<file path="config.mk">
export PLATFORM = sky130hd
export DESIGN_NAME = bcs_ctrl
export DESIGN_NICKNAME = d
export VERILOG_FILES = /design/src/hdl/bcs_pkg.sv /design/src/hdl/bcs_sync.sv /design/src/hdl/bcs_ctrl.sv
export SDC_FILE = /design/constraint.sdc
export NUM_CORES = 1
export LEC_CHECK = 0
export ABC_AREA = 1
export ABC_CLOCK_PERIOD_IN_PS = 4600
export BUFFER_PORTS_ARGS = -buffer_cell sky130_fd_sc_hd__buf_2
export CORE_UTILIZATION = 40
export DETAILED_ROUTE_END_ITERATION = 16
export PLACE_DENSITY = 0.64
export SYNTH_ARGS = -nofsm -noshare
export SYNTH_HDL_FRONTEND = slang
export SYNTH_SLANG_ARGS = --single-unit
</file>
<file path="constraint.sdc">
create_clock -name sys_clk -period 4.6 [get_ports sys_clk]
set_input_delay 1.15 -clock sys_clk [delete_from_list [all_inputs] [get_ports sys_clk]]
set_output_delay 1.15 -clock sys_clk [all_outputs]
set_load 0.005 [all_outputs]
</file>
<file path="src/hdl/bcs_pkg.sv">
// Constants, register map and state codes of the bulk capacitor switch controller.
// Assumes a 200 MHz system clock and comparator levels arriving as asynchronous pins.
// What this block does
// - Switch stays on below upper threshold.
// - Switch opens at upper threshold.
// - Reconnect below lower threshold with bottom near zero.
// - Trickle charge while bus stays above upper.
// - Hold low-voltage capacitor inside maintenance window.
// - Bulk undervoltage for 500 ms restarts.
// - Surge while on blanks switch 130 us.
// - Surges are never signalled to companion.
// - Faults reach companion only via signalling output.
// - Over-temperature shuts down, drives fault current.
// - Temperature recovery restarts normal start-up.
// - Pin faults drive fault current while present.
// - Pin fault clearing restarts normal start-up.
// - Normal operation signal tracks top sense current.
// - Power-up starts off, switch open.
// - Start-up outputs hold-off signal current.
// - Wait 20 ms, then pulse charge or enable.
package bcs_pkg;
	localparam int unsigned CLK_HZ = 200_000_000;
	localparam int unsigned BROWNOUT_MS = 500;
	localparam int unsigned SETTLE_MS = 20;
	localparam int unsigned BLANK_US = 130;
	localparam int unsigned BROWNOUT_CYC = BROWNOUT_MS * (CLK_HZ / 1000);
	localparam int unsigned SETTLE_CYC = SETTLE_MS * (CLK_HZ / 1000);
	localparam int unsigned BLANK_CYC = BLANK_US * (CLK_HZ / 1000000);

	localparam int ADDR_W = 8;
	localparam logic [7:0] ADDR_CTRL = 8'h00;
	localparam logic [7:0] ADDR_STATUS = 8'h04;
	localparam logic [7:0] ADDR_EVENTS = 8'h08;
	localparam int CTRL_EN_BIT = 0;
	localparam logic CTRL_EN_RESET = 1'b1;
	localparam logic [3:0] EVENTS_RESET = 4'h0;
	localparam int EV_SURGE = 0;
	localparam int EV_THERMAL = 1;
	localparam int EV_PINFAULT = 2;
	localparam int EV_BROWNOUT = 3;
	localparam int ST_STATE_LSB = 0;
	localparam int ST_SWITCH = 4;
	localparam int ST_TRICKLE = 5;
	localparam int ST_CHARGE = 6;
	localparam int ST_SIG_LSB = 7;
	localparam int ST_IN_LSB = 9;
	localparam logic [1:0] RESP_OKAY = 2'h0;
	localparam logic [1:0] RESP_SLVERR = 2'h2;

	localparam int N_IN = 12;
	localparam int IN_ABOVE_UPPER = 0;
	localparam int IN_BELOW_LOWER = 1;
	localparam int IN_BOTTOM_ZERO = 2;
	localparam int IN_BROWN_IN = 3;
	localparam int IN_BELOW_UV = 4;
	localparam int IN_LOW_LINE = 5;
	localparam int IN_WIN_LOW = 6;
	localparam int IN_WIN_HIGH = 7;
	localparam int IN_OVER_TEMP = 8;
	localparam int IN_TEMP_OK = 9;
	localparam int IN_PIN_FAULT = 10;
	localparam int IN_SURGE = 11;

	typedef enum logic [1:0] {
		BCS_SIG_TRACK = 2'h0,
		BCS_SIG_HOLDOFF = 2'h1,
		BCS_SIG_FAULT = 2'h2
	} bcs_sig_e;

	typedef enum logic [3:0] {
		BCS_OFF = 4'h0,
		BCS_WAIT_IN = 4'h1,
		BCS_SETTLE = 4'h2,
		BCS_CHARGE = 4'h3,
		BCS_RUN_ON = 4'h4,
		BCS_RUN_OFF = 4'h5,
		BCS_BLANK = 4'h6,
		BCS_THERMAL = 4'h7,
		BCS_PINFLT = 4'h8
	} bcs_state_e;
endpackage

</file>
<file path="src/hdl/bcs_sync.sv">
// Two-flop synchroniser bank for the comparator pins.
// Assumes every input bit is an independent level from outside the clock domain.
`timescale 1ns/1ps
module bcs_sync #(
	parameter int WIDTH = 12
) (
	input wire logic sys_clk,
	input wire logic rst_n,
	input wire logic [WIDTH-1:0] async_in,
	output logic [WIDTH-1:0] sync_out
);
	logic [WIDTH-1:0] meta_r;
	logic [WIDTH-1:0] sync_r;

	generate
		if (WIDTH < 1)
		begin : g_chk
			$error("bcs_sync needs at least one bit");
		end
	endgenerate

	genvar i;
	generate
		for (i = 0; i < WIDTH; i++)
		begin : g_bit
			always_ff @(posedge sys_clk or negedge rst_n)
			begin
				if (!rst_n)
				begin
					meta_r[i] <= 1'b0;
					sync_r[i] <= 1'b0;
				end
				else
				begin
					meta_r[i] <= async_in[i];
					sync_r[i] <= meta_r[i];
				end
			end
		end
	endgenerate

	assign sync_out = sync_r;
endmodule

</file>
<file path="src/hdl/bcs_ctrl.sv">
// Steady-state, start-up sequencing and fault control of the bulk capacitor switch, with an AXI4-Lite slave.
// Assumes analog comparators present each threshold decision as a level and that line_sig_sel steers
// the current mirror on the signalling output.
`timescale 1ns/1ps
module bcs_ctrl #(
	parameter int unsigned BROWNOUT_CYCLES = bcs_pkg::BROWNOUT_CYC,
	parameter int unsigned SETTLE_CYCLES = bcs_pkg::SETTLE_CYC,
	parameter int unsigned BLANK_CYCLES = bcs_pkg::BLANK_CYC
) (
	input wire logic sys_clk,
	input wire logic rst_n,
	input wire logic bulk_above_upper,
	input wire logic bulk_below_lower,
	input wire logic bottom_near_zero,
	input wire logic bulk_brown_in,
	input wire logic bulk_below_uv,
	input wire logic bulk_low_line,
	input wire logic clv_window_low,
	input wire logic clv_window_high,
	input wire logic over_temp,
	input wire logic temp_recovered,
	input wire logic pin_fault,
	input wire logic surge_detect,
	output logic switch_on,
	output logic trickle_on,
	output logic charge_src_on,
	output bcs_pkg::bcs_sig_e line_sig_sel,
	input wire logic [bcs_pkg::ADDR_W-1:0] s_axi_awaddr,
	input wire logic s_axi_awvalid,
	output logic s_axi_awready,
	input wire logic [31:0] s_axi_wdata,
	input wire logic [3:0] s_axi_wstrb,
	input wire logic s_axi_wvalid,
	output logic s_axi_wready,
	output logic [1:0] s_axi_bresp,
	output logic s_axi_bvalid,
	input wire logic s_axi_bready,
	input wire logic [bcs_pkg::ADDR_W-1:0] s_axi_araddr,
	input wire logic s_axi_arvalid,
	output logic s_axi_arready,
	output logic [31:0] s_axi_rdata,
	output logic [1:0] s_axi_rresp,
	output logic s_axi_rvalid,
	input wire logic s_axi_rready
);
	import bcs_pkg::*;

	generate
		if (BROWNOUT_CYCLES < 1 || SETTLE_CYCLES < 1 || BLANK_CYCLES < 1)
		begin : g_chk
			$error("bcs_ctrl timer counts must be at least one cycle");
		end
	endgenerate

	logic [N_IN-1:0] pins;
	logic [N_IN-1:0] sin;

	assign pins[IN_ABOVE_UPPER] = bulk_above_upper;
	assign pins[IN_BELOW_LOWER] = bulk_below_lower;
	assign pins[IN_BOTTOM_ZERO] = bottom_near_zero;
	assign pins[IN_BROWN_IN] = bulk_brown_in;
	assign pins[IN_BELOW_UV] = bulk_below_uv;
	assign pins[IN_LOW_LINE] = bulk_low_line;
	assign pins[IN_WIN_LOW] = clv_window_low;
	assign pins[IN_WIN_HIGH] = clv_window_high;
	assign pins[IN_OVER_TEMP] = over_temp;
	assign pins[IN_TEMP_OK] = temp_recovered;
	assign pins[IN_PIN_FAULT] = pin_fault;
	assign pins[IN_SURGE] = surge_detect;

	bcs_sync #(
		.WIDTH(N_IN)
	) u_sync (
		.sys_clk(sys_clk),
		.rst_n(rst_n),
		.async_in(pins),
		.sync_out(sin)
	);

	// Control state machine.
	bcs_state_e state_r, state_nxt;
	logic [31:0] timer_r, timer_nxt;
	logic [31:0] bo_timer_r, bo_timer_nxt;
	logic switch_r, switch_nxt;
	logic trickle_r, trickle_nxt;
	logic charge_r, charge_nxt;
	bcs_sig_e sig_r, sig_nxt;
	logic [3:0] ev_set;
	logic ctrl_en_r, ctrl_en_nxt;
	logic run_state;

	assign run_state = (state_r == BCS_RUN_ON) || (state_r == BCS_RUN_OFF) || (state_r == BCS_BLANK);

	always_comb
	begin
		state_nxt = state_r;
		timer_nxt = timer_r;
		bo_timer_nxt = 32'h0;
		ev_set = 4'h0;
		if (sin[IN_OVER_TEMP] && state_r != BCS_THERMAL)
		begin
			state_nxt = BCS_THERMAL;
			ev_set[EV_THERMAL] = 1'b1;
		end
		else if (sin[IN_PIN_FAULT] && state_r != BCS_THERMAL && state_r != BCS_PINFLT)
		begin
			state_nxt = BCS_PINFLT;
			ev_set[EV_PINFAULT] = 1'b1;
		end
		else if (!ctrl_en_r && state_r != BCS_THERMAL && state_r != BCS_PINFLT)
		begin
			state_nxt = BCS_OFF;
		end
		else if (run_state && sin[IN_BELOW_UV] && bo_timer_r == BROWNOUT_CYCLES - 32'h1)
		begin
			state_nxt = BCS_OFF;
			ev_set[EV_BROWNOUT] = 1'b1;
		end
		else
		begin
			if (run_state && sin[IN_BELOW_UV])
			begin
				bo_timer_nxt = bo_timer_r + 32'h1;
			end
			unique case (state_r)
				BCS_OFF:
				begin
					timer_nxt = 32'h0;
					state_nxt = BCS_WAIT_IN;
				end
				BCS_WAIT_IN:
				begin
					timer_nxt = 32'h0;
					if (sin[IN_BROWN_IN])
					begin
						state_nxt = BCS_SETTLE;
					end
				end
				BCS_SETTLE:
				begin
					timer_nxt = timer_r + 32'h1;
					if (timer_r == SETTLE_CYCLES - 32'h1)
					begin
						timer_nxt = 32'h0;
						state_nxt = sin[IN_LOW_LINE] ? BCS_CHARGE : BCS_RUN_OFF;
					end
				end
				BCS_CHARGE:
				begin
					if (sin[IN_WIN_HIGH])
					begin
						state_nxt = BCS_RUN_OFF;
					end
				end
				BCS_RUN_ON:
				begin
					timer_nxt = 32'h0;
					if (sin[IN_ABOVE_UPPER])
					begin
						state_nxt = BCS_RUN_OFF;
					end
					else if (sin[IN_SURGE])
					begin
						state_nxt = BCS_BLANK;
						ev_set[EV_SURGE] = 1'b1;
					end
				end
				BCS_RUN_OFF:
				begin
					if (sin[IN_BELOW_LOWER] && sin[IN_BOTTOM_ZERO])
					begin
						state_nxt = BCS_RUN_ON;
					end
				end
				BCS_BLANK:
				begin
					timer_nxt = timer_r + 32'h1;
					if (timer_r == BLANK_CYCLES - 32'h1)
					begin
						timer_nxt = 32'h0;
						state_nxt = BCS_RUN_OFF;
					end
				end
				BCS_THERMAL:
				begin
					if (sin[IN_TEMP_OK] && !sin[IN_OVER_TEMP])
					begin
						state_nxt = BCS_OFF;
					end
				end
				BCS_PINFLT:
				begin
					if (!sin[IN_PIN_FAULT])
					begin
						state_nxt = BCS_OFF;
					end
				end
				default:
				begin
					state_nxt = BCS_OFF;
				end
			endcase
		end
	end

	// Outputs follow the state being entered so they change with the state itself.
	always_comb
	begin
		switch_nxt = (state_nxt == BCS_RUN_ON);
		charge_nxt = (state_nxt == BCS_CHARGE);
		unique case (state_nxt)
			BCS_THERMAL, BCS_PINFLT:
			begin
				sig_nxt = BCS_SIG_FAULT;
			end
			BCS_RUN_ON, BCS_RUN_OFF, BCS_BLANK:
			begin
				sig_nxt = BCS_SIG_TRACK;
			end
			default:
			begin
				sig_nxt = BCS_SIG_HOLDOFF;
			end
		endcase
		trickle_nxt = 1'b0;
		if (state_nxt == BCS_RUN_OFF && sin[IN_ABOVE_UPPER])
		begin
			if (sin[IN_WIN_LOW])
			begin
				trickle_nxt = 1'b1;
			end
			else if (sin[IN_WIN_HIGH])
			begin
				trickle_nxt = 1'b0;
			end
			else
			begin
				trickle_nxt = trickle_r;
			end
		end
	end

	always_ff @(posedge sys_clk or negedge rst_n)
	begin
		if (!rst_n)
		begin
			state_r <= BCS_OFF;
			timer_r <= 32'h0;
			bo_timer_r <= 32'h0;
			switch_r <= 1'b0;
			trickle_r <= 1'b0;
			charge_r <= 1'b0;
			sig_r <= BCS_SIG_HOLDOFF;
		end
		else
		begin
			state_r <= state_nxt;
			timer_r <= timer_nxt;
			bo_timer_r <= bo_timer_nxt;
			switch_r <= switch_nxt;
			trickle_r <= trickle_nxt;
			charge_r <= charge_nxt;
			sig_r <= sig_nxt;
		end
	end

	assign switch_on = switch_r;
	assign trickle_on = trickle_r;
	assign charge_src_on = charge_r;
	assign line_sig_sel = sig_r;

	// AXI4-Lite slave; address and data are captured independently, the write lands once both are held.
	logic aw_held_r, aw_held_nxt;
	logic w_held_r, w_held_nxt;
	logic [ADDR_W-1:0] awaddr_r, awaddr_nxt;
	logic [31:0] wdata_r, wdata_nxt;
	logic [3:0] wstrb_r, wstrb_nxt;
	logic bvalid_r, bvalid_nxt;
	logic [1:0] bresp_r, bresp_nxt;
	logic rvalid_r, rvalid_nxt;
	logic [1:0] rresp_r, rresp_nxt;
	logic [31:0] rdata_r, rdata_nxt;
	logic [3:0] events_r, events_nxt;
	logic [3:0] ev_clr;
	logic [31:0] status_word;

	assign s_axi_awready = !aw_held_r && !bvalid_r;
	assign s_axi_wready = !w_held_r && !bvalid_r;
	assign s_axi_arready = !rvalid_r;

	always_comb
	begin
		status_word = 32'h0;
		status_word[ST_STATE_LSB +: 4] = state_r;
		status_word[ST_SWITCH] = switch_r;
		status_word[ST_TRICKLE] = trickle_r;
		status_word[ST_CHARGE] = charge_r;
		status_word[ST_SIG_LSB +: 2] = sig_r;
		status_word[ST_IN_LSB +: N_IN] = sin;
	end

	always_comb
	begin
		aw_held_nxt = aw_held_r;
		w_held_nxt = w_held_r;
		awaddr_nxt = awaddr_r;
		wdata_nxt = wdata_r;
		wstrb_nxt = wstrb_r;
		bvalid_nxt = bvalid_r;
		bresp_nxt = bresp_r;
		rvalid_nxt = rvalid_r;
		rresp_nxt = rresp_r;
		rdata_nxt = rdata_r;
		ctrl_en_nxt = ctrl_en_r;
		ev_clr = 4'h0;
		if (s_axi_awvalid && s_axi_awready)
		begin
			aw_held_nxt = 1'b1;
			awaddr_nxt = s_axi_awaddr;
		end
		if (s_axi_wvalid && s_axi_wready)
		begin
			w_held_nxt = 1'b1;
			wdata_nxt = s_axi_wdata;
			wstrb_nxt = s_axi_wstrb;
		end
		if (aw_held_r && w_held_r)
		begin
			aw_held_nxt = 1'b0;
			w_held_nxt = 1'b0;
			bvalid_nxt = 1'b1;
			bresp_nxt = RESP_OKAY;
			unique case (awaddr_r)
				ADDR_CTRL:
				begin
					if (wstrb_r[0])
					begin
						ctrl_en_nxt = wdata_r[CTRL_EN_BIT];
					end
				end
				ADDR_STATUS:
				begin
				end
				ADDR_EVENTS:
				begin
					if (wstrb_r[0])
					begin
						ev_clr = wdata_r[3:0];
					end
				end
				default:
				begin
					bresp_nxt = RESP_SLVERR;
				end
			endcase
		end
		else if (bvalid_r && s_axi_bready)
		begin
			bvalid_nxt = 1'b0;
		end
		if (s_axi_arvalid && s_axi_arready)
		begin
			rvalid_nxt = 1'b1;
			rresp_nxt = RESP_OKAY;
			unique case (s_axi_araddr)
				ADDR_CTRL:
				begin
					rdata_nxt = {31'h0, ctrl_en_r};
				end
				ADDR_STATUS:
				begin
					rdata_nxt = status_word;
				end
				ADDR_EVENTS:
				begin
					rdata_nxt = {28'h0, events_r};
				end
				default:
				begin
					rdata_nxt = 32'h0;
					rresp_nxt = RESP_SLVERR;
				end
			endcase
		end
		else if (rvalid_r && s_axi_rready)
		begin
			rvalid_nxt = 1'b0;
		end
		// A new event wins over a clear that arrives in the same cycle.
		events_nxt = (events_r & ~ev_clr) | ev_set;
	end

	always_ff @(posedge sys_clk or negedge rst_n)
	begin
		if (!rst_n)
		begin
			aw_held_r <= 1'b0;
			w_held_r <= 1'b0;
			awaddr_r <= '0;
			wdata_r <= 32'h0;
			wstrb_r <= 4'h0;
			bvalid_r <= 1'b0;
			bresp_r <= RESP_OKAY;
			rvalid_r <= 1'b0;
			rresp_r <= RESP_OKAY;
			rdata_r <= 32'h0;
			ctrl_en_r <= CTRL_EN_RESET;
			events_r <= EVENTS_RESET;
		end
		else
		begin
			aw_held_r <= aw_held_nxt;
			w_held_r <= w_held_nxt;
			awaddr_r <= awaddr_nxt;
			wdata_r <= wdata_nxt;
			wstrb_r <= wstrb_nxt;
			bvalid_r <= bvalid_nxt;
			bresp_r <= bresp_nxt;
			rvalid_r <= rvalid_nxt;
			rresp_r <= rresp_nxt;
			rdata_r <= rdata_nxt;
			ctrl_en_r <= ctrl_en_nxt;
			events_r <= events_nxt;
		end
	end

	assign s_axi_bvalid = bvalid_r;
	assign s_axi_bresp = bresp_r;
	assign s_axi_rvalid = rvalid_r;
	assign s_axi_rresp = rresp_r;
	assign s_axi_rdata = rdata_r;
endmodule

</file>
==> flow_metrics.py, run 1 <==
metrics = {
    "detailed_routing": {
        "drc": 0,
        "vias_per_cell": 4.84,
        "drtIter0Drc": 362,
        "drt_pre_antenna_iters": 5,
        "wl_per_cell_um": 13.5,
        "wl_mm": 18.0,
        "via_count": 6439,
        "final_antenna_net_count": 0,
    },
    "die": {
        "die_w_um": 141,
        "die_y_um": 141,
        "num_rows": 50,
        "die-area_mm2": 0.0200,
        "core_area_mm2": 0.0188,
        "initial_core_util_pct": 41.2,
        "pin_count": 117,
    },
    "synth": {
        "synthTopCellsByCount": "259 x nand2_1, 145 x nor2_1, 140 x dfrtp_1, 99 x inv_1, 59 x nand3_1",
        "ys_seq_area_share_pct": 45.8,
        "ys_top_cells_by_area": "dfrtp_1 45%, nand2_1 13%, nor2_1 7.0%",
        "synth_edf_count": 0,
        "synth.most_common_cell": "nand2_1",
        "netlist_instances": 986,
        "yosysTopAreaCell": "dfrtp_1",
        "netlist.area_leader.share_pct": 45.2,
        "syn_area_mm2": 0.00776,
        "syn_avg_cell_area_um2": 7.87,
        "ys_ff_latch": 142,
        "ys_async_sr_fraction_pct": 100,
        "yosys_warnings": 0,
        "yosysUniqueCellTypes": 50,
        "synthFlopType": "dfrtp_1",
    },
    "clock_tree": {
        "post_cts_buffers": 0,
        "insertion_delay_ns": 0.43,
        "clkTransAtPathRegs_ns": 0.07,
        "clock_path_buffers": 2,
        "clockRootBuffer": "clkbuf_16",
        "htreeDepth": 4,
        "cts_tree": "built",
        "cts_buffers": 17,
        "ctsResizeCount": 0,
        "cts.sinks": 142,
        "holdBufCountCts": 0,
    },
    "cells_and_area": {
        "n_antenna_cell": 0,
        "area_growth_pct": 14.3,
        "multi_input_area_mm2": 0.00359,
        "n_fill_cell": 1875,
        "nNetsFinal": 1130,
        "seq_area_mm2": 0.00356,
        "drive_gt1_share_pct": 16.6,
    },
    "place": {
        "place_hpwl_mm": 13.0,
        "port_buffers": 72,
        "place.gp.congestion": 0.915,
    },
    "sta": {
        "skew_ns": 0.0151,
        "drv_slew": 0,
        "period_share_pct": 59.9,
        "max_clock_freq_mhz": 363,
        "maxSlewHeadroom_pct": 36.7,
        "setup-violations-final": 0,
        "worst_pin_slew_ns": 0.950,
        "period_needed_ns": 2.75,
        "finalHoldViolCount": 0,
        "holdWs_ns": 0.348,
        "rsz0062_at_grt": "false",
        "fin_setup_tns_ns": 0,
    },
    "global_route": {
        "overflow": 0,
        "grt_start_max_net_pins": 107,
        "grt_pass1_vias": 6153,
        "antenna_found_initial": 0,
        "grt_first_pass_wirelength_mm": 30.3,
        "grt.total_usage_pct": 19.1,
    },
    "power": {
        "leakage_nw": 4.12,
        "p_per_area_mw_per_mm2": 388,
        "peakVddDrop_uv": 251,
    },
    "run_status": {
        "outcome": "complete, no violations",
    },
    "job": {
        "drv_cap": 0,
    },
    "setup_path": {
        "critical_path_arrival_ns": 3.06,
        "crit_fanout": 53,
        "crit_type": "flip-flop to flip-flop",
        "critPathLaunchType": "flip-flop",
        "cp.required_ns": 4.91,
        "critPathCaptureType": "flip-flop",
    },
    "hold_path": {
        "worstHoldPathType": "flip-flop to flip-flop",
    },
}
per-layer routing:
metal  global-route usage (%)  vias up  wire [um]
met2                     29.6      146       8090
met5                        0        -          0
met4                     6.01        0        296
li1                         -     3273          -
met1                     26.9     2994       8800
met3                     3.75       26        812
state kept, by name (all words and copies together), names as in the netlist:
name and count:
bo_timer_r 32, timer_r 32, s_axi_rdata 21, u_sync.meta_r 12
u_sync.sync_out 12, awaddr_r 8, events_r 4, state_r 4
wdata_r 4, line_sig_sel 2, aw_held_r 1, charge_src_on 1
ctrl_en_r 1, s_axi_bresp 1, s_axi_bvalid 1, s_axi_rresp 1
s_axi_rvalid 1, switch_on 1, trickle_on 1, w_held_r 1
wstrb_r 1
power by group:
| part | internal [mW] | total [mW] | switching (mW) |
|---|---|---|---|
| clock | 0.771 | 1.38 | 0.604 |
| combinational | 0.193 | 0.600 | 0.407 |
| sequential | 1.37 | 1.46 | 0.0866 |
| total | 2.34 | 3.44 | 1.10 |
metrics by stage:
step	instances	area [um^2]	setup WS [ns]	util, %	power (mW)
finish	1330	8860	1.85	47.1	3.44
CTS	1330	8860	1.85	47.1	3.46
global placement	1298	8280	1.78	43.9	2.07
detailed placement	1298	8280	1.76	43.9	2.09
floorplan	998	7800	2.46	-	1.92
global route	1330	8860	1.65	47.1	3.60
layout make-up:
type                            count  area share (%)
Multi-Input combinational cell    713            40.5
Clock inverter                     15            1.85
Timing Repair Buffer               76            4.47
Tap cell                          260            3.67
Sequential cell                   142            40.1
Inverter                          107            4.62
Clock buffer                       17            4.80
final timing paths:
kind | startpoint | to | slack [ns] | cells past startpoint
setup / recovery | state_r[2]$_DFF_PN0_ | timer_r[28]$_DFFE_PN0P_ | 1.85 | 8
hold / removal | u_sync.meta_r[8]$_DFF_PN0_ | u_sync.sync_out[8]$_DFF_PN0_ | 0.35 | 0
setup reg to reg | state_r[2]$_DFF_PN0_ | timer_r[28]$_DFFE_PN0P_ | 1.85 | 8
hold reg to reg | u_sync.meta_r[8]$_DFF_PN0_ | u_sync.sync_out[8]$_DFF_PN0_ | 0.35 | 0
max in group asynchronous | rst_n | ctrl_en_r$_DFFE_PN1P_ | 2.84 | 2
min in group asynchronous | rst_n | timer_r[30]$_DFFE_PN0P_ | 0.85 | 1
worst max-delay path, cell delays in order, from the launching register on:
cell and delay [ns]:
dfrtp_1 0.47, inv_2 0.18, nand2_1 0.17, o22ai_4 0.56, nor2_2 0.14, nor2_8 0.72
inv_4 0.21, nand2_1 0.11, o21ai_1 0.07
kinds of logic after synthesis:
kind of cell,count (synthesis),synth area share [%]
AOI/OAI and AO/OA,114,9.35
xor gates and xnor gates,38,4.29
adders and majority gates,2,0.323
buffers and inverters,143,8.48
DFF,142,45.8
muxes,8,1.16
other,1,0.0483
and+or+nand+nor,538,30.5
cells in the final DEF, fill, tap and decap left out, types with 4 or more instances in the layout:
cell type | netlist | layout
a21oi_1 | 31 | 31
buf_2 | 4 | 71
buf_4 | 13 | 4
clkbuf_16 | 0 | 17
conb_1 | 1 | 13
dfrtp_1 | 140 | 140
inv_1 | 99 | 99
inv_2 | 6 | 6
inv_6 | 1 | 9
mux2_2 | 8 | 8
nand2_1 | 259 | 259
nand2_2 | 5 | 5
nand3_1 | 59 | 59
nand3b_1 | 7 | 7
nand4_1 | 12 | 12
nor2_1 | 145 | 145
nor2_2 | 5 | 5
nor3_1 | 23 | 23
o211ai_1 | 4 | 4
o21ai_0 | 34 | 34
o21ai_1 | 4 | 4
o21ai_2 | 22 | 22
o31ai_1 | 7 | 7
xnor2_1 | 5 | 5
xor2_1 | 33 | 33
No activity file was read; power rests on OpenSTA's default activity.
==> run 2: changes to the inputs <==
--- a/config.mk
+++ b/config.mk
@@ -6,11 +6,11 @@
 export NUM_CORES = 1
 export LEC_CHECK = 0
 export ABC_AREA = 1
-export ABC_CLOCK_PERIOD_IN_PS = 4600
+export ABC_CLOCK_PERIOD_IN_PS = 2400
 export BUFFER_PORTS_ARGS = -buffer_cell sky130_fd_sc_hd__buf_2
 export CORE_UTILIZATION = 40
 export DETAILED_ROUTE_END_ITERATION = 16
-export PLACE_DENSITY = 0.64
+export PLACE_DENSITY = 0.67
 export SYNTH_ARGS = -nofsm -noshare
 export SYNTH_HDL_FRONTEND = slang
 export SYNTH_SLANG_ARGS = --single-unit
==> constraint.sdc (replaced) <==
create_clock -name sys_clk -period 2.4 [get_ports sys_clk]
set_input_delay 0.6 -clock sys_clk [delete_from_list [all_inputs] [get_ports sys_clk]]
set_output_delay 0.6 -clock sys_clk [all_outputs]
set_load 0.005 [all_outputs]
==> run 2 against run 1 <==
Combinational power grew 100%. Sequential cell count is the same. Clock-buffer cell count is the same. Global-route usage grew 0.16 points. Register-to-register slack lost 1.6 ns. Routed wire length shrank 0.19%. Cell area grew 1.2%. Final cell count grew 0.83%. Critical path type unchanged. Largest power group unchanged. Highest routed layer unchanged.
==> flow_metrics.py, run 2 (synthesis gave the netlist of run 1 again) <==
metrics = {
    "run_status": {
        "outcome": "complete, no violations",
    },
    "cells_and_area": {
        "n_antenna_cell": 0,
        "n_fill_cell": 1853,
        "stdcell_area_mm2": 0.00897,
        "multi_input_area_mm2": 0.00359,
        "final_common_cell": "nand2_1",
        "seq_area_mm2": 0.00356,
        "area_growth_pct": 15.6,
        "layout_common_cells": "259 x nand2_1, 145 x nor2_1, 140 x dfrtp_1",
        "nNetsFinal": 1141,
        "drive_gt1_share_pct": 17.5,
    },
    "power": {
        "p_int_mw": 4.41,
        "leakage_nw": 4.17,
        "swShare_pct": 32.2,
        "comb_power_share_pct": 18.5,
        "p_switching_mw": 2.10,
        "pwr-share-seq_pct": 43.0,
        "peakVddDrop_uv": 539,
        "p_per_area_mw_per_mm2": 726,
        "p_clk_share_pct": 38.5,
    },
    "detailed_routing": {
        "drt_pre_antenna_iters": 5,
        "final_antenna_net_count": 0,
        "drtIter0Drc": 456,
        "wl_mm": 18.0,
        "drc": 0,
        "via_count": 6482,
        "vias_per_cell": 4.83,
        "wl_per_cell_um": 13.4,
    },
    "job": {
        "drv_cap": 0,
    },
    "place": {
        "placed_cell_area_mm2": 0.00841,
        "place_hpwl_mm": 13.5,
        "place.gp.congestion": 0.934,
        "port_buffers": 72,
    },
    "setup_path": {
        "crit_fanout": 7,
        "critical_path_arrival_ns": 2.43,
        "crit_type": "flip-flop to flip-flop",
        "critPathCaptureType": "flip-flop",
        "cp.required_ns": 2.70,
        "critPathLaunchType": "flip-flop",
    },
    "sta": {
        "skew_ns": 0.00956,
        "fin_setup_tns_ns": 0,
        "finalHoldViolCount": 0,
        "maxSlewHeadroom_pct": 60.2,
        "setup-violations-final": 0,
        "max_clock_freq_mhz": 469,
        "drv_slew": 0,
        "worst_pin_slew_ns": 0.582,
        "period_needed_ns": 2.13,
        "period_share_pct": 88.8,
        "rsz0062_at_grt": "false",
    },
    "clock_tree": {
        "post_cts_buffers": 0,
        "ctsResizeCount": 0,
        "clock_path_buffers": 2,
        "insertion_delay_ns": 0.42,
        "clockRootBuffer": "clkbuf_16",
        "cts_buffers": 17,
        "cts_tree": "built",
        "clkTransAtPathRegs_ns": 0.06,
        "holdBufCountCts": 0,
        "cts.sinks": 142,
        "htreeDepth": 4,
    },
    "die": {
        "initial_core_util_pct": 41.2,
        "die_w_um": 141,
        "core_area_mm2": 0.0188,
        "pin_count": 117,
        "die_y_um": 141,
        "die-area_mm2": 0.0200,
        "num_rows": 50,
    },
    "hold_path": {
        "worstHoldPathType": "primary input to asynchronous set/reset pin",
    },
    "global_route": {
        "overflow": 0,
        "grt_pass1_vias": 6288,
        "grt_start_max_net_pins": 52,
        "grt_first_pass_wirelength_mm": 30.6,
        "antenna_found_initial": 0,
        "grt.total_usage_pct": 19.3,
    },
}
==> run 2: changes by cell type in the layout (fill, tap and decap cells not counted), sizes merged <==
cell,before,now
buf,76,87
inv,117,113
clkinv,3,6
clkinvlp,1,3
bufinv,1,0
==> run 2: power groups by stage <==
stage	logic [mW]	clock network [mW]	registers (mW)
after global routing	1.36	2.64	2.83
after global placement	1.19	0	2.84
after floorplan	0.890	0	2.80
final	1.20	2.51	2.80
after detailed placement	1.21	0	2.84
after CTS	1.22	2.55	2.80
==> run 2: metal layers <==
metal / up-vias / track usage [%] / routed length (um)
met1: 3025 / 27.0 / 8730
met2: 140 / 30.0 / 8190
met4: 0 / 5.32 / 229
met3: 21 / 4.18 / 820
li1: 3296 / - / -
met5: - / 0 / 0
==> run 2: cell type report <==
cell class,count,area share (%)
clock buffer,17,4.74
clock inverter,15,1.51
inverter,107,4.56
multi-input combinational,713,40.0
sequential,142,39.6
tap,260,3.63
timing repair buffer,87,5.90
==> run 2: path summary, 6_finish.rpt <==
check                      slack, ns  cells past startpoint                  startpoint                           end
max                             0.27                     12      timer_r[0]$_DFFE_PN0P_     line_sig_sel[1]$_DFF_PN0_
min                             0.11                      1                       rst_n       timer_r[31]$_DFFE_PN0P_
max reg2reg                     0.27                     12      timer_r[0]$_DFFE_PN0P_     line_sig_sel[1]$_DFF_PN0_
min reg2reg                     0.35                      0  u_sync.meta_r[1]$_DFF_PN0_  u_sync.sync_out[1]$_DFF_PN0_
max in group asynchronous       1.60                      2                       rst_n     line_sig_sel[0]$_DFF_PN1_
min in group sys_clk            0.28                      1               bulk_below_uv    u_sync.meta_r[4]$_DFF_PN0_
==> run 2: stage by stage <==
| stage | hold slack [ns] | total power [mW] | std cells | utilization, % | setup slack, ns |
|---|---|---|---|---|---|
| final | 0.109 | 6.51 | 1341 | 47.6 | 0.269 |
| after global routing | 0.146 | 6.83 | 1341 | 47.6 | 0.0140 |
| after CTS | 0.132 | 6.56 | 1341 | 47.6 | 0.281 |
| after detailed placement | 0.335 | 4.05 | 1309 | 44.7 | 0.289 |
| after global placement | 0.332 | 4.03 | 1309 | 44.7 | 0.327 |
| after floorplan | 0.304 | 3.69 | 998 | - | 0.614 |
==> run 2: critical path, stage by stage (launching register included) <==
cell and delay (ns):
dfrtp_1 0.37, ha_1 0.29, nand2_1 0.13, nor2_4 0.18, nand2_1 0.25, nor2_1 0.21
nand3_1 0.12, nand2_1 0.07, nand3_1 0.06, nand2_1 0.10, nand2_1 0.10, nand3_1 0.09
nand2_1 0.05
==> run 3: changes to the inputs <==
--- a/config.mk
+++ b/config.mk
@@ -6,11 +6,12 @@
 export NUM_CORES = 1
 export LEC_CHECK = 0
 export ABC_AREA = 1
-export ABC_CLOCK_PERIOD_IN_PS = 2400
+export ABC_CLOCK_PERIOD_IN_PS = 2500
 export BUFFER_PORTS_ARGS = -buffer_cell sky130_fd_sc_hd__buf_2
 export CORE_UTILIZATION = 40
 export DETAILED_ROUTE_END_ITERATION = 16
-export PLACE_DENSITY = 0.67
+export PLACE_DENSITY = 0.64
+export RECOVER_POWER = 100
 export SYNTH_ARGS = -nofsm -noshare
 export SYNTH_HDL_FRONTEND = slang
 export SYNTH_SLANG_ARGS = --single-unit
==> constraint.sdc (replaced) <==
create_clock -name sys_clk -period 2.5 [get_ports sys_clk]
set_input_delay 0.625 -clock sys_clk [delete_from_list [all_inputs] [get_ports sys_clk]]
set_output_delay 0.625 -clock sys_clk [all_outputs]
set_load 0.005 [all_outputs]
==> run 3 against run 2 <==
The flow now finishes with violations (capacitance limit, slew limit). Sequential cell count stayed put. Clock power is 2% lower. Clock-buffer cell count stayed put. Setup slack better by 0.014 ns. Sequential power is 4% lower. Critical path type unchanged. Largest cell class is now sequential cells.
==> flow_metrics.py, run 3 (synthesis gave the netlist of run 1 again) <==
metrics = {
    "clock_tree": {
        "cts_buffers": 17,
        "ctsResizeCount": 0,
        "cts.sinks": 142,
        "insertion_delay_ns": 0.43,
        "clkTransAtPathRegs_ns": 0.07,
        "holdBufCountCts": 0,
        "post_cts_buffers": 0,
        "cts_tree": "built",
        "htreeDepth": 4,
        "clockRootBuffer": "clkbuf_16",
        "clock_path_buffers": 2,
    },
    "sta": {
        "rsz0062_at_grt": "false",
        "worst_pin_slew_ns": 1.54,
        "period_needed_ns": 2.22,
        "skew_ns": 0.0121,
        "period_share_pct": 88.7,
        "maxSlewHeadroom_pct": -2.52,
        "fin_setup_tns_ns": 0,
        "max_clock_freq_mhz": 451,
        "drv_slew": 56,
        "setup-violations-final": 0,
        "finalHoldViolCount": 0,
        "worst_slack_ns": 0.283,
    },
    "die": {
        "die_y_um": 141,
        "initial_core_util_pct": 41.2,
        "pin_count": 117,
        "num_rows": 50,
        "core_area_mm2": 0.0188,
        "die-area_mm2": 0.0200,
        "die_w_um": 141,
    },
    "job": {
        "drv_cap": 1,
    },
    "place": {
        "port_buffers": 72,
        "place.gp.congestion": 0.923,
        "pre_cts_ws_ns": 0.314,
        "place_hpwl_mm": 13.6,
    },
    "cells_and_area": {
        "n_fill_cell": 1919,
        "layout_common_cells": "260 x nand2_1, 145 x nor2_1, 140 x dfrtp_1",
        "seq_area_mm2": 0.00356,
        "area_growth_pct": 13.6,
        "nNetsFinal": 1142,
        "multi_input_area_mm2": 0.00351,
        "n_antenna_cell": 0,
        "drive_gt1_share_pct": 13.6,
        "final_common_cell": "nand2_1",
    },
    "hold_path": {
        "min_from": "pin_fault",
        "worstHoldPathType": "primary input to flip-flop",
        "hold_depth": 1,
    },
    "power": {
        "power_mw": 6.25,
        "leakage_nw": 4.04,
        "peakVddDrop_uv": 461,
        "p_per_area_mw_per_mm2": 709,
    },
    "run_status": {
        "failed_checks": "capacitance limit, slew limit",
        "outcome": "finished with violations",
    },
    "global_route": {
        "grt_pass1_vias": 6354,
        "grt_first_pass_wirelength_mm": 31.0,
        "antenna_found_initial": 0,
        "grt_start_max_net_pins": 57,
        "grt.total_usage_pct": 19.7,
        "overflow": 0,
    },
    "setup_path": {
        "reg2reg_depth": 12,
        "setup.worst_path.start": "bo_timer_r[0]$_DFF_PN0_",
        "critical_path_arrival_ns": 2.57,
        "crit_fanout": 13,
        "reg2reg_from": "bo_timer_r[0]$_DFF_PN0_",
        "crit_type": "flip-flop to flip-flop",
        "cp.required_ns": 2.85,
        "critPathLaunchType": "flip-flop",
        "critPathCaptureType": "flip-flop",
    },
    "detailed_routing": {
        "drtIter0Drc": 381,
        "wl_mm": 18.3,
        "via_count": 6510,
        "wl_per_cell_um": 13.6,
        "drt_pre_antenna_iters": 7,
        "vias_per_cell": 4.85,
        "final_antenna_net_count": 0,
        "drc": 0,
    },
}
==> run 3: worst paths after layout <==
check / slack (ns) / end
worst max-delay path: 0.28 / bo_timer_r[22]$_DFF_PN0_
worst min-delay path: 0.30 / u_sync.meta_r[10]$_DFF_PN0_
worst max register to register: 0.28 / bo_timer_r[22]$_DFF_PN0_
worst min register to register: 0.35 / u_sync.sync_out[10]$_DFF_PN0_
max in group asynchronous: 0.53 / wdata_r[1]$_DFFE_PN0P_
min in group asynchronous: 0.57 / timer_r[24]$_DFFE_PN0P_
==> run 3: where the power goes <==
part           switching [mW]  internal (mW)
Clock                    1.14           1.32
Combinational           0.736          0.366
Sequential              0.157           2.53
Total                    2.03           4.22
==> run 3: critical path, cell delays in order (launching register included) <==
cell and delay [ns]:
dfrtp_1 0.39, ha_1 0.23, nand2_1 0.09, nor2_1 0.07
nand2_1 0.16, inv_1 0.12, nand3_1 0.14, nor2_4 0.06
inv_2 0.08, nand3_2 0.26, inv_2 0.29, o21ai_0 0.12
a21oi_1 0.14
==> run 3: layer usage <==
| layer | wire length [um] | global-route usage, % |
|---|---|---|
| met1 | 8970 | 27.5 |
| met2 | 8310 | 31.0 |
| met3 | 752 | 3.78 |
| met4 | 242 | 5.61 |
| met5 | 0 | 0 |
==> run 3: final cells by class <==
cell class                      instances  share of cell area, %
Clock buffer                           17                   4.83
Clock inverter                         15                   1.65
Sequential cell                       142                   40.3
Tap cell                              260                   3.69
Multi-Input combinational cell        713                   39.8
Inverter                              107                   4.61
Timing Repair Buffer                   88                   5.07
==> run 3: per-stage QoR <==
| step | instances | utilization [%] | hold slack, ns | area [um^2] |
|---|---|---|---|---|
| 2_1_floorplan | 998 | - | 0.329 | 7800 |
| 3_3_place_gp | 1310 | 44.6 | 0.333 | 8390 |
| 3_5_place_dp | 1310 | 44.6 | 0.335 | 8390 |
| 4_1_cts | 1342 | 47.6 | 0.193 | 8960 |
| 5_1_grt | 1342 | 46.8 | 0.283 | 8810 |
| 6_report | 1342 | 46.8 | 0.297 | 8810 |
